## src/include/spicfg_pkg.sv

```systemverilog
/*
 * spicfg_pkg: constants for the serial port configuration and status block.
 * Assumes a single 20 MHz system clock and a byte-wide special register port.
 */
package spicfg_pkg;
	// register address and bit positions
	localparam logic [7:0] CFG_ADDR      = 8'ha1;
	localparam int         BIT_BUSY      = 7;
	localparam int         BIT_MASTER    = 6;
	localparam int         BIT_PHASE     = 5;
	localparam int         BIT_POLARITY  = 4;
	localparam int         BIT_SELECTED  = 3;
	localparam int         BIT_RAW_SEL   = 2;
	localparam int         BIT_SHIFT_MT  = 1;
	localparam int         BIT_RX_MT     = 0;
	// reset values of the stored control bits and flags
	localparam logic       RST_MASTER    = 1'b0;
	localparam logic       RST_PHASE     = 1'b0;
	localparam logic       RST_POLARITY  = 1'b0;
	localparam logic       RST_SHIFT_MT  = 1'b1;
	localparam logic       RST_RX_MT     = 1'b1;
	// timing
	localparam int         BITS_PER_BYTE = 8;
	localparam int         HALF_BIT_CYC  = 4;   // master half bit, clk cycles
	localparam int         FILTER_CYC    = 3;   // select must be stable this long
endpackage : spicfg_pkg

```

## src/hw/spicfg_core.sv

```systemverilog
/*
 * spicfg_core: SPI configuration/status register with its shift engine.
 * Assumes a byte register port (address, write and read strobes), a transmit
 * byte offered by the surrounding unit, and pins from another clock domain.
 */
`timescale 1ns/100ps
module spicfg_core
	import spicfg_pkg::*;
(
	input  wire logic       clk,          // 20 MHz system clock
	input  wire logic       reset,        // synchronous, active high
	input  wire logic [7:0] reg_addr,     // register address
	input  wire logic       reg_wr,       // write strobe
	input  wire logic       reg_rd,       // read strobe
	input  wire logic [7:0] reg_wdata,    // write data
	output logic      [7:0] reg_rdata,    // read data, valid next cycle
	input  wire logic       tx_valid,     // new transmit byte present
	input  wire logic [7:0] tx_data,      // transmit byte
	output logic            tx_taken,     // pulse: byte loaded to shifter
	output logic      [7:0] rx_data,      // received byte
	input  wire logic       rx_read,      // pulse: rx buffer read
	output logic            rx_new,       // pulse: byte received
	input  wire logic       sck_in,       // serial clock pin input
	output logic            sck_out,      // serial clock pin output
	output logic            sck_oe_n,     // low while driving clock
	input  wire logic       mosi_in,      // data from master
	output logic            mosi_out,     // data to slave
	input  wire logic       miso_in,      // data from slave
	output logic            miso_out,     // data to master
	input  wire logic       slave_select_pin  // active low select
);
	typedef enum logic [1:0] {SC_IDLE, SC_FIRST, SC_SECOND} spicfg_state_t;

	logic          master_select_bit, clock_phase_bit, clock_polarity_bit;
	logic          transfer_busy_flag, shifter_empty_flag, rx_buffer_empty_flag;
	logic          select_pin_raw, selected_flag_filtered;
	logic          sck_m, sck_s, sck_d;
	logic          mosi_m, mosi_s, miso_m, miso_s;
	logic [7:0]    shreg;
	logic [3:0]    bitcnt;
	logic [2:0]    hcnt;
	logic          sample_bit;
	spicfg_state_t state;

	// -------------------------------------------------------------------
	// pin synchronisers
	// -------------------------------------------------------------------
	spicfg_filter u_sel (
		.clk      (clk),
		.reset    (reset),
		.pin      (slave_select_pin),
		.rst_val  (1'b1),
		.synced   (select_pin_raw),
		.filtered (selected_flag_filtered)
	);

	always_ff @(posedge clk) begin
		if (reset) begin
			sck_m <= 1'b0;
			sck_s <= 1'b0;
			sck_d <= 1'b0;
		end else begin
			sck_m <= sck_in;
			sck_s <= sck_m;
			sck_d <= sck_s;
		end
	end

	// -------------------------------------------------------------------
	// data pin synchronisers
	// -------------------------------------------------------------------
	// same two-flop depth as the clock path, so a slave sample edge and
	// its data bit leave the synchronisers in the same cycle
	always_ff @(posedge clk) begin
		if (reset) begin
			mosi_m <= 1'b0;
			mosi_s <= 1'b0;
			miso_m <= 1'b0;
			miso_s <= 1'b0;
		end else begin
			mosi_m <= mosi_in;
			mosi_s <= mosi_m;
			miso_m <= miso_in;
			miso_s <= miso_m;
		end
	end

	logic sck_edge, slave_on, lead_edge, m_sample, m_shift, m_done;
	assign slave_on  = !master_select_bit && !selected_flag_filtered;
	assign sck_edge  = slave_on && (sck_s != sck_d);
	// leading edge of a period leaves the idle level
	assign lead_edge = sck_edge && (sck_d == clock_polarity_bit);

	// -------------------------------------------------------------------
	// register port
	// -------------------------------------------------------------------
	logic cfg_wr;
	assign cfg_wr = reg_wr && (reg_addr == CFG_ADDR);

	always_ff @(posedge clk) begin
		if (reset) begin
			master_select_bit  <= RST_MASTER;
			clock_phase_bit    <= RST_PHASE;
			clock_polarity_bit <= RST_POLARITY;
		end else if (cfg_wr && !transfer_busy_flag) begin
			master_select_bit  <= reg_wdata[BIT_MASTER];
			clock_phase_bit    <= reg_wdata[BIT_PHASE];
			clock_polarity_bit <= reg_wdata[BIT_POLARITY];
		end
	end

	// raw bit is the synchronised pin at the read, no filter
	always_ff @(posedge clk) begin
		if (reset) begin
			reg_rdata <= 8'h00;
		end else if (reg_rd && reg_addr == CFG_ADDR) begin
			reg_rdata <= {transfer_busy_flag, master_select_bit,
				clock_phase_bit, clock_polarity_bit,
				!selected_flag_filtered,
				select_pin_raw,
				master_select_bit ? 1'b1 : shifter_empty_flag,
				rx_buffer_empty_flag};
		end else begin
			reg_rdata <= 8'h00;
		end
	end

	// -------------------------------------------------------------------
	// master clock generator
	// -------------------------------------------------------------------
	always_ff @(posedge clk) begin
		if (reset || !master_select_bit) begin
			state <= SC_IDLE;
			hcnt  <= 3'h0;
		end else begin
			case (state)
				SC_IDLE: begin
					hcnt <= 3'h0;
					if (tx_valid) begin
						state <= SC_FIRST;
					end
				end
				SC_FIRST: begin
					hcnt <= hcnt + 3'h1;
					if (hcnt == 3'(HALF_BIT_CYC - 1)) begin
						hcnt  <= 3'h0;
						state <= SC_SECOND;
					end
				end
				SC_SECOND: begin
					hcnt <= hcnt + 3'h1;
					if (hcnt == 3'(HALF_BIT_CYC - 1)) begin
						hcnt  <= 3'h0;
						state <= (bitcnt == 4'h1) ? SC_IDLE : SC_FIRST;
					end
				end
				default: state <= SC_IDLE;
			endcase
		end
	end

	// sample one clk before the bit period ends
	assign m_sample = master_select_bit && state == SC_SECOND &&
		hcnt == 3'(HALF_BIT_CYC - 2);
	assign m_shift  = master_select_bit && state == SC_SECOND &&
		hcnt == 3'(HALF_BIT_CYC - 1);
	assign m_done   = m_shift && bitcnt == 4'h1;

	// clock rests at polarity; phase 1 toggles at start, phase 0 mid-bit
	always_ff @(posedge clk) begin
		if (reset) begin
			sck_out  <= 1'b0;
			sck_oe_n <= 1'b1;
		end else begin
			sck_oe_n <= !master_select_bit;
			if (state == SC_IDLE) begin
				sck_out <= clock_polarity_bit;
			end else if (clock_phase_bit) begin
				sck_out <= clock_polarity_bit ^ (state == SC_FIRST);
			end else begin
				sck_out <= clock_polarity_bit ^ (state == SC_SECOND);
			end
		end
	end

	// -------------------------------------------------------------------
	// shift engine
	// -------------------------------------------------------------------
	// slave: data centred on first edge for phase 0, second for phase 1,
	// so the sampling edge sits mid-bit
	assign sample_bit = clock_phase_bit ? (sck_edge && !lead_edge) :
		lead_edge;

	logic load, s_done;
	assign load   = tx_valid && !transfer_busy_flag &&
		(master_select_bit ? state == SC_IDLE : slave_on);
	assign s_done = !master_select_bit && sample_bit && bitcnt == 4'h1;

	always_ff @(posedge clk) begin
		if (reset) begin
			shreg  <= 8'h00;
			bitcnt <= 4'h0;
		end else if (load) begin
			shreg  <= tx_data;
			bitcnt <= 4'(BITS_PER_BYTE);
		end else if (m_sample) begin
			shreg <= {shreg[6:0], miso_s};
		end else if (m_shift || (sample_bit && bitcnt != 4'h0)) begin
			if (!master_select_bit) begin
				shreg <= {shreg[6:0], mosi_s};
			end
			bitcnt <= bitcnt - 4'h1;
		end
	end

	assign mosi_out = shreg[7];
	assign miso_out = shreg[7];

	// busy from load to the cycle after the last bit
	always_ff @(posedge clk) begin
		if (reset) begin
			transfer_busy_flag <= 1'b0;
		end else if (load) begin
			transfer_busy_flag <= 1'b1;
		end else if (m_done || s_done || (!master_select_bit && !slave_on)) begin
			transfer_busy_flag <= 1'b0;
		end
	end

	always_ff @(posedge clk) begin
		if (reset) begin
			tx_taken <= 1'b0;
			rx_new   <= 1'b0;
			rx_data  <= 8'h00;
		end else begin
			tx_taken <= load;
			rx_new   <= m_done || s_done;
			if (m_done) begin
				rx_data <= shreg;
			end else if (s_done) begin
				rx_data <= {shreg[6:0], mosi_s};
			end
		end
	end

	// status flags; shifter-empty set wins over its clear, rx-empty clear wins over rx_read
	always_ff @(posedge clk) begin
		if (reset) begin
			shifter_empty_flag <= RST_SHIFT_MT;
		end else if ((s_done || m_done) && !tx_valid) begin
			shifter_empty_flag <= 1'b1;
		end else if (load || (sck_edge && transfer_busy_flag)) begin
			// the trailing edge after the last bit does not count
			shifter_empty_flag <= 1'b0;
		end
	end

	always_ff @(posedge clk) begin
		if (reset) begin
			rx_buffer_empty_flag <= RST_RX_MT;
		end else if (s_done || m_done) begin
			rx_buffer_empty_flag <= 1'b0;
		end else if (rx_read) begin
			rx_buffer_empty_flag <= 1'b1;
		end
	end
endmodule : spicfg_core

```

## src/hw/spicfg_filter.sv

```systemverilog
/*
 * spicfg_filter: two-flop synchroniser plus stability filter for one pin.
 * Assumes the pin is asynchronous to clk.
 */
`timescale 1ns/100ps
module spicfg_filter
	import spicfg_pkg::*;
(
	input  wire logic clk,       // system clock
	input  wire logic reset,     // synchronous, active high
	input  wire logic pin,       // asynchronous input
	input  wire logic rst_val,   // level held during reset
	output logic      synced,    // synchronised, unfiltered
	output logic      filtered   // de-glitched level
);
	logic       meta;
	logic [1:0] cnt;

	always_ff @(posedge clk) begin
		if (reset) begin
			meta   <= rst_val;
			synced <= rst_val;
		end else begin
			meta   <= pin;
			synced <= meta;
		end
	end

	// level must hold FILTER_CYC cycles before the output moves
	always_ff @(posedge clk) begin
		if (reset) begin
			cnt      <= 2'h0;
			filtered <= rst_val;
		end else if (synced == filtered) begin
			cnt <= 2'h0;
		end else if (cnt == 2'(FILTER_CYC - 1)) begin
			cnt      <= 2'h0;
			filtered <= synced;
		end else begin
			cnt <= cnt + 2'h1;
		end
	end
endmodule : spicfg_filter

```

## config.mk

```make
export PLATFORM = sky130hd
export DESIGN_NAME = spicfg_core
export DESIGN_NICKNAME = d
export VERILOG_FILES = /design/src/include/spicfg_pkg.sv /design/src/hw/spicfg_core.sv /design/src/hw/spicfg_filter.sv
export SDC_FILE = /design/constraint.sdc
export NUM_CORES = 1
export LEC_CHECK = 0
export ABC_AREA = 1
export ABC_CLOCK_PERIOD_IN_PS = 1400
export BUFFER_PORTS_ARGS = -buffer_cell sky130_fd_sc_hd__buf_2
export CAP_MARGIN = 20
export CORE_MARGIN = 3
export CORE_UTILIZATION = 35
export CTS_CLUSTER_SIZE = 12
export DETAILED_ROUTE_END_ITERATION = 10
export SLEW_MARGIN = 5
export SYNTH_ARGS = -nofsm -noshare
export SYNTH_HDL_FRONTEND = slang
export SYNTH_SLANG_ARGS = --single-unit
export TNS_END_PERCENT = 1
```

## constraint.sdc

```tcl
create_clock -name clk -period 1.4 [get_ports clk]
set_input_delay 0.07 -clock clk [delete_from_list [all_inputs] [get_ports clk]]
set_output_delay 0.07 -clock clk [all_outputs]
set_load 0.03 [all_outputs]
```

Word level (Yosys, flattened, before mapping)
Index checks and enable logic that the tools add are counted.
- register bits: 55
- bits in latches: 0
- memory bits (writable): 0
- bits in read-only memories: 0
- input port bits: 34
- output and inout port bits: 22
- word-level logic and storage cells: 124
- memories kept: 0
- add/subtract/negate cells: 3
- $mul: 0
- divide/modulo/power cells: 0
- order comparisons: 0
- equality and inequality tests: 15
- shift-type cells: 0
- muxes and demuxes: 25
- bitwise logic cells: 5
- reduce and logical (&&, ||, !) cells: 48
- operator list (kind ; number):
    $mux 8 ; 6
    $logic_and 1x1->1 ; 19
    $mux 4 ; 3
    $mux 1 ; 10
    $reduce_bool 2->1 ; 5
    $eq 8x8->1 const B ; 1
    $reduce_and 2->1 ; 4
    $reduce_or 2->1 ; 4
    $eq 3x2->1 const B ; 2
    $logic_not 1->1 ; 6
    $mux 2 ; 3
    $ne 2x2->1 const B ; 3
    $pmux 2 s3 ; 1
    $pmux 3 s2 ; 1
    $logic_or 1x1->1 ; 5
    $eq 2x2->1 const B ; 2
    $eq 4x1->1 const B ; 1
    $reduce_bool 4->1 ; 1
    $sub 4x1->4 const B ; 1
    $add 3x1->3 const B ; 1
    $mux 3 ; 1
    $ne 3x1->1 const B ; 1
    $not 1->1 ; 3
    $reduce_and 3->1 ; 1
    9 further kinds ; 11

Logic depth before layout (Yosys ltp)
- depth in word-level cells: 13
- depth in mapped cells: 12
- gate-level depth less buffers: 12

Modules after synthesis
Synthesis repeated with hierarchy kept, for this count alone.
- cells, all modules: 327
- area total of the unflattened synthesis: 2598.7 µm²
- by module, submodules not included (module ; instances ; cells each ; area an instance (µm²) ; sequential area each (µm²)):
    spicfg_core ; 1 ; 303 ; 2391.0 ; 1001.0
    spicfg_filter ; 1 ; 24 ; 207.7 ; 110.1

Worst setup path before layout
No wires, ideal clock.
- path type: register to register
- start point: register state[0]
- end point: register shreg[7]
- library setup time: 116 ps
- arrival: 1375 ps
- data required time: 1284 ps
- setup slack: -91 ps
- stages on the path, launching flop included: 11
- path buffers: 0
- period minus slack after synthesis: 1491 ps
- cell sequence: dfxtp_1 inv_1 ha_1 nand2_2 clkinv_2 nand2_4 nand3b_4 nand3_2 nand2_4 o21ai_0 nor2_1
- longest elaborated chain between the ends: 6
- ends and longest elaborated chain (item ; RTL line ; source):
    from (decl) ; spicfg_core.sv:43 ; spicfg_state_t state;
    from (signal assigned) ; spicfg_core.sv:154 ; state <= (bitcnt == 4'h1) ? SC_IDLE : SC_FIRST;
    $eq 2x2->1 ; spicfg_core.sv:163, spicfg_core.sv:165 ;
    $logic_and 1x1->1 ; spicfg_core.sv:163, spicfg_core.sv:165 ;
    $logic_and 1x1->1 ; spicfg_core.sv:165 ; assign m_shift = master_select_bit && state == SC_SECOND &&
    $logic_or 1x1->1 ; spicfg_core.sv:208 ; end else if (m_shift || (sample_bit && bitcnt != 4'h0)) begin
    $reduce_bool 3->1 (no line) ; n/a ;
    $reduce_and 2->1 (no line) ; n/a ;
    to (signal assigned) ; spicfg_core.sv:204 ; shreg <= tx_data;
    to (signal assigned) ; spicfg_core.sv:207 ; shreg <= {shreg[6:0], miso_s};
    to (signal assigned) ; spicfg_core.sv:210 ; shreg <= {shreg[6:0], mosi_s};
    to (decl) ; spicfg_core.sv:39 ; logic [7:0] shreg;
Several ways; a longest one is shown, not always the timed one.
A chain may end at the register's enable or synchronous reset.

Worst setup path after layout
- start point: register state[1]
- end point: register shreg[0]
The elaborated chain is that of the path after synthesis.

==> impl_results.md <==
* Place WS at -0.1184 ns
* DRT Pass-1 Iters at 4
* Pwr Density at 752.0 mW/mm2
* Total Die Area at just over 0.008 mm2
* Clk slew on worst S/H paths at about 0.09 ns
* TritonCTS Buffers at 5
* Commonest non-fill, non-tap cells in the layout: nand2_1, buf_2, dfxtp_1, nor2_1, inv_1
* Setup ws final at -0.09433 ns
* Vias in the first global route at between 2000 and 2500
* Status: complete, but fails checks
* Clock share of power at 0.331
* Initial cell density of the core at 0.3670
* Crit-path max cell delay at 0.38 ns
* Avg Vias per Cell at about 4.4
* GRT Total Usage at 0.1371
* Mapped Area at roughly 0.0025 mm2
* Ranking of synthesized cells by area: dfxtp_1, nand2_1, nor2_1, inv_1, ha_1
* Layout Nets at around 450
* Max Root-Sink Buffers at 2
* Critical Path Fanout Max at 8
* Combinational Power Share at 0.052
* I/O pins at 56
* Setup crit start kind: register
* Sw Ratio at 0.2231
* Final Hold Vio Count at 0
* Unrepaired setup endpoints after global routing: yes
* Port bufs at 50
* Failing checks: setup timing
* Worst Setup Path Type: reg -> reg
* Max frequency at around 0.67 GHz
* Total Power at around 0.0026 W
* Clock skew at around 0.0097 ns
* Core Rows at 30
* Peak supply drop at about 400 uV
* Worst Tran Pin Value at ~0.35 ns
* Antenna diode count at 0
* Cell count after synthesis at around 330
* Min Tclk post-route at 1.494 ns
* Critical path required time at 1.60 ns
* # clock sinks at 55
* CP arrival at around 1.7 ns
* Routed len/inst at ~11 um
* Filler instances at between 700 and 800
* Max Cap Viol at 0
* Synth-to-layout area growth at 34.75%
* Share of cells above drive strength 1 at 0.3667
* Antenna violations before repair at 0
* FF/Latch Area at roughly 0.0011 mm2
* HP Class: in -> reg
* Seq pwr share at 0.617
* Setup_tns at -0.6905 ns
* Cell chain of the critical path: inv_4 -> ha_4 -> inv_4 -> a21oi_4 -> nand3_4 -> nand2_2 -> inv_4 -> nand2_8 -> inv_6 -> nor2_4 -> nor2_1
* Seq cells post-synth at 55
* Die width at 91.11 um
* Tcrit/Tclk final at 1.067
* Cell Int Power at 0.001996 W
* DRC violations left at 0
* First-pass GRT wire length at 9390 um
* Die Span Y at between 90 and 100 um
* Crit-path slowest cell: dfxtp_4
* Top cell type's share of synthesized area at 0.4344
* Dpl hpwl at 4106 um
* Commonest non-fill, non-tap cell in the layout: nand2_1
* Ys Warns at 0
* Max_slew headroom at 0.7631
* Routability Congestion at slightly below 0.8
* Final wirelength at ~5500 um
* 1st-iter DRT viols at 88
* Core area at between 0.006 and 0.007 mm2
* Clock Latency Late Sink at 0.30 ns
* Root buffer cell: clkbuf_8
* Area of the multi-input gates at approximately 0.0013 mm2
* Synth unique cells at 40
* Grt ovf at 0
* Number of routed nets with antenna violations at 0
* Cell mode on critical path: inv_4
* CTS tree: built
* Sequential share of the synthesized area at 0.4344
* Largest area contributor in the netlist: dfxtp_1
* Critical path endpoint category: register
* FF-to-FF setup slack at -0.09 ns
* Pin count of the biggest net entering global routing at 18
* Leak at 1.553 nW
* Max-slew violations at 0
* Via count at 2198
* Setup-failing EPs final at 11
* Syn nets at roughly 370
* Sw Pwr at around 0.00057 W
* Syn avg cell area at 7.776 um2
* H-tree Lvls at 2
## sequential cells by signal (all words and copies together), names as in the netlist, 2 cells and up
register,cells
u_sel.cnt,2
rx_data,8
shreg,8
bitcnt,4
reg_rdata,8
hcnt,3
state,2
## kinds of logic after synthesis
kind of cell / Yosys count / share of synthesized area
AND/OR/NAND/NOR: 144 / 0.2813
adder cells (fa/ha/maj): 11 / 0.05429
buffers and inverters: 60 / 0.1041
XOR/XNOR: 2 / 0.006911
AO/OA/AOI/OAI: 53 / 0.1145
flip-flops: 55 / 0.4344
multiplexers: 1 / 0.004442
## cell type report
class / instances / share of cell area
multi-input combinational: 213 / 0.3908
sequential: 55 / 0.3267
inverter: 52 / 0.06593
clock inverter: 2 / 0.003663
clock buffer: 6 / 0.02125
timing repair buffer: 81 / 0.1564
tap: 96 / 0.03516
## final timing paths
kind,depth (start not counted),startpoint,endpoint
min reg2reg,2,miso_m,miso_s
max,11,state[1],shreg[0]
min,2,tx_valid,shifter_empty_flag
max reg2reg,11,state[1],shreg[0]
## metrics by stage
| step | util | hold WS, ns | std cells | instance area (um2) |
|---|---|---|---|---|
| final | 0.4946 | 0.02102 | 505 | 3416 |
| after global routing | 0.4946 | 0.005003 | 505 | 3416 |
| after CTS | 0.4790 | 0.01891 | 505 | 3308 |
| after detailed placement | 0.4379 | 0.2714 | 484 | 3024 |
| after global placement | 0.4379 | 0.2700 | 484 | 3024 |
| after floorplan | - | 0.1663 | 326 | 2551 |
## worst max-delay path, delay by kind of cell, from the launching register on
kind	cells	cell delay, ns
adder cells (fa/ha/maj)	1	0.14
buffers and inverters	4	0.22
AND/OR/NAND/NOR	5	0.49
AO/OA/AOI/OAI	1	0.15
flip-flops	1	0.38
## routing by layer
| layer | up-vias | track usage | wire length (um) |
|---|---|---|---|
| li1 | 1189 | - | - |
| met1 | 959 | 0.1779 | 2622 |
| met2 | 45 | 0.2250 | 2567 |
| met3 | 5 | 0.03563 | 276 |
| met4 | 0 | 0.03769 | 58 |
| met5 | - | 0 | 0 |
## cell usage after synthesis (all sizes together)
cell and n:
nand3b 1, ha 11, mux2 1, clkbuf 3
clkinv 2, nor2 54, a2bb2oi 1, o211ai 1
a211oi 1, inv 50, buf 5, nor4 2
a31oi 1, nand2 63, xor2 2, nand4 2
a21oi 16, dfxtp 55, or2 4, o21ai 33
nor3 2, nand3 16
## power groups by stage
| stage | logic (W) | registers (W) | clock network, W |
|---|---|---|---|
| 3_5_place_dp | 0.000109 | 0.00162 | 0 |
| 5_1_grt | 0.000148 | 0.00159 | 0.000954 |
| 3_3_place_gp | 0.000108 | 0.00162 | 0 |
| 6_report | 0.000134 | 0.00158 | 0.000851 |
| 4_1_cts | 0.000129 | 0.00159 | 0.000887 |
| 2_1_floorplan | 0.0000495 | 0.00162 | 0 |
## repair_timing
action | in CTS | in global routing
setup endpoints to repair | 24 | 27
hold buffers | 8 | 0
buffers inserted | 3 | 0
endpoints found under the hold margin | 8 | 0
gates resized for setup | 28 | 38
cloned | 2 | 0
pin swaps | 14 | 11
Note: power is estimated with default switching activity, not from simulation.
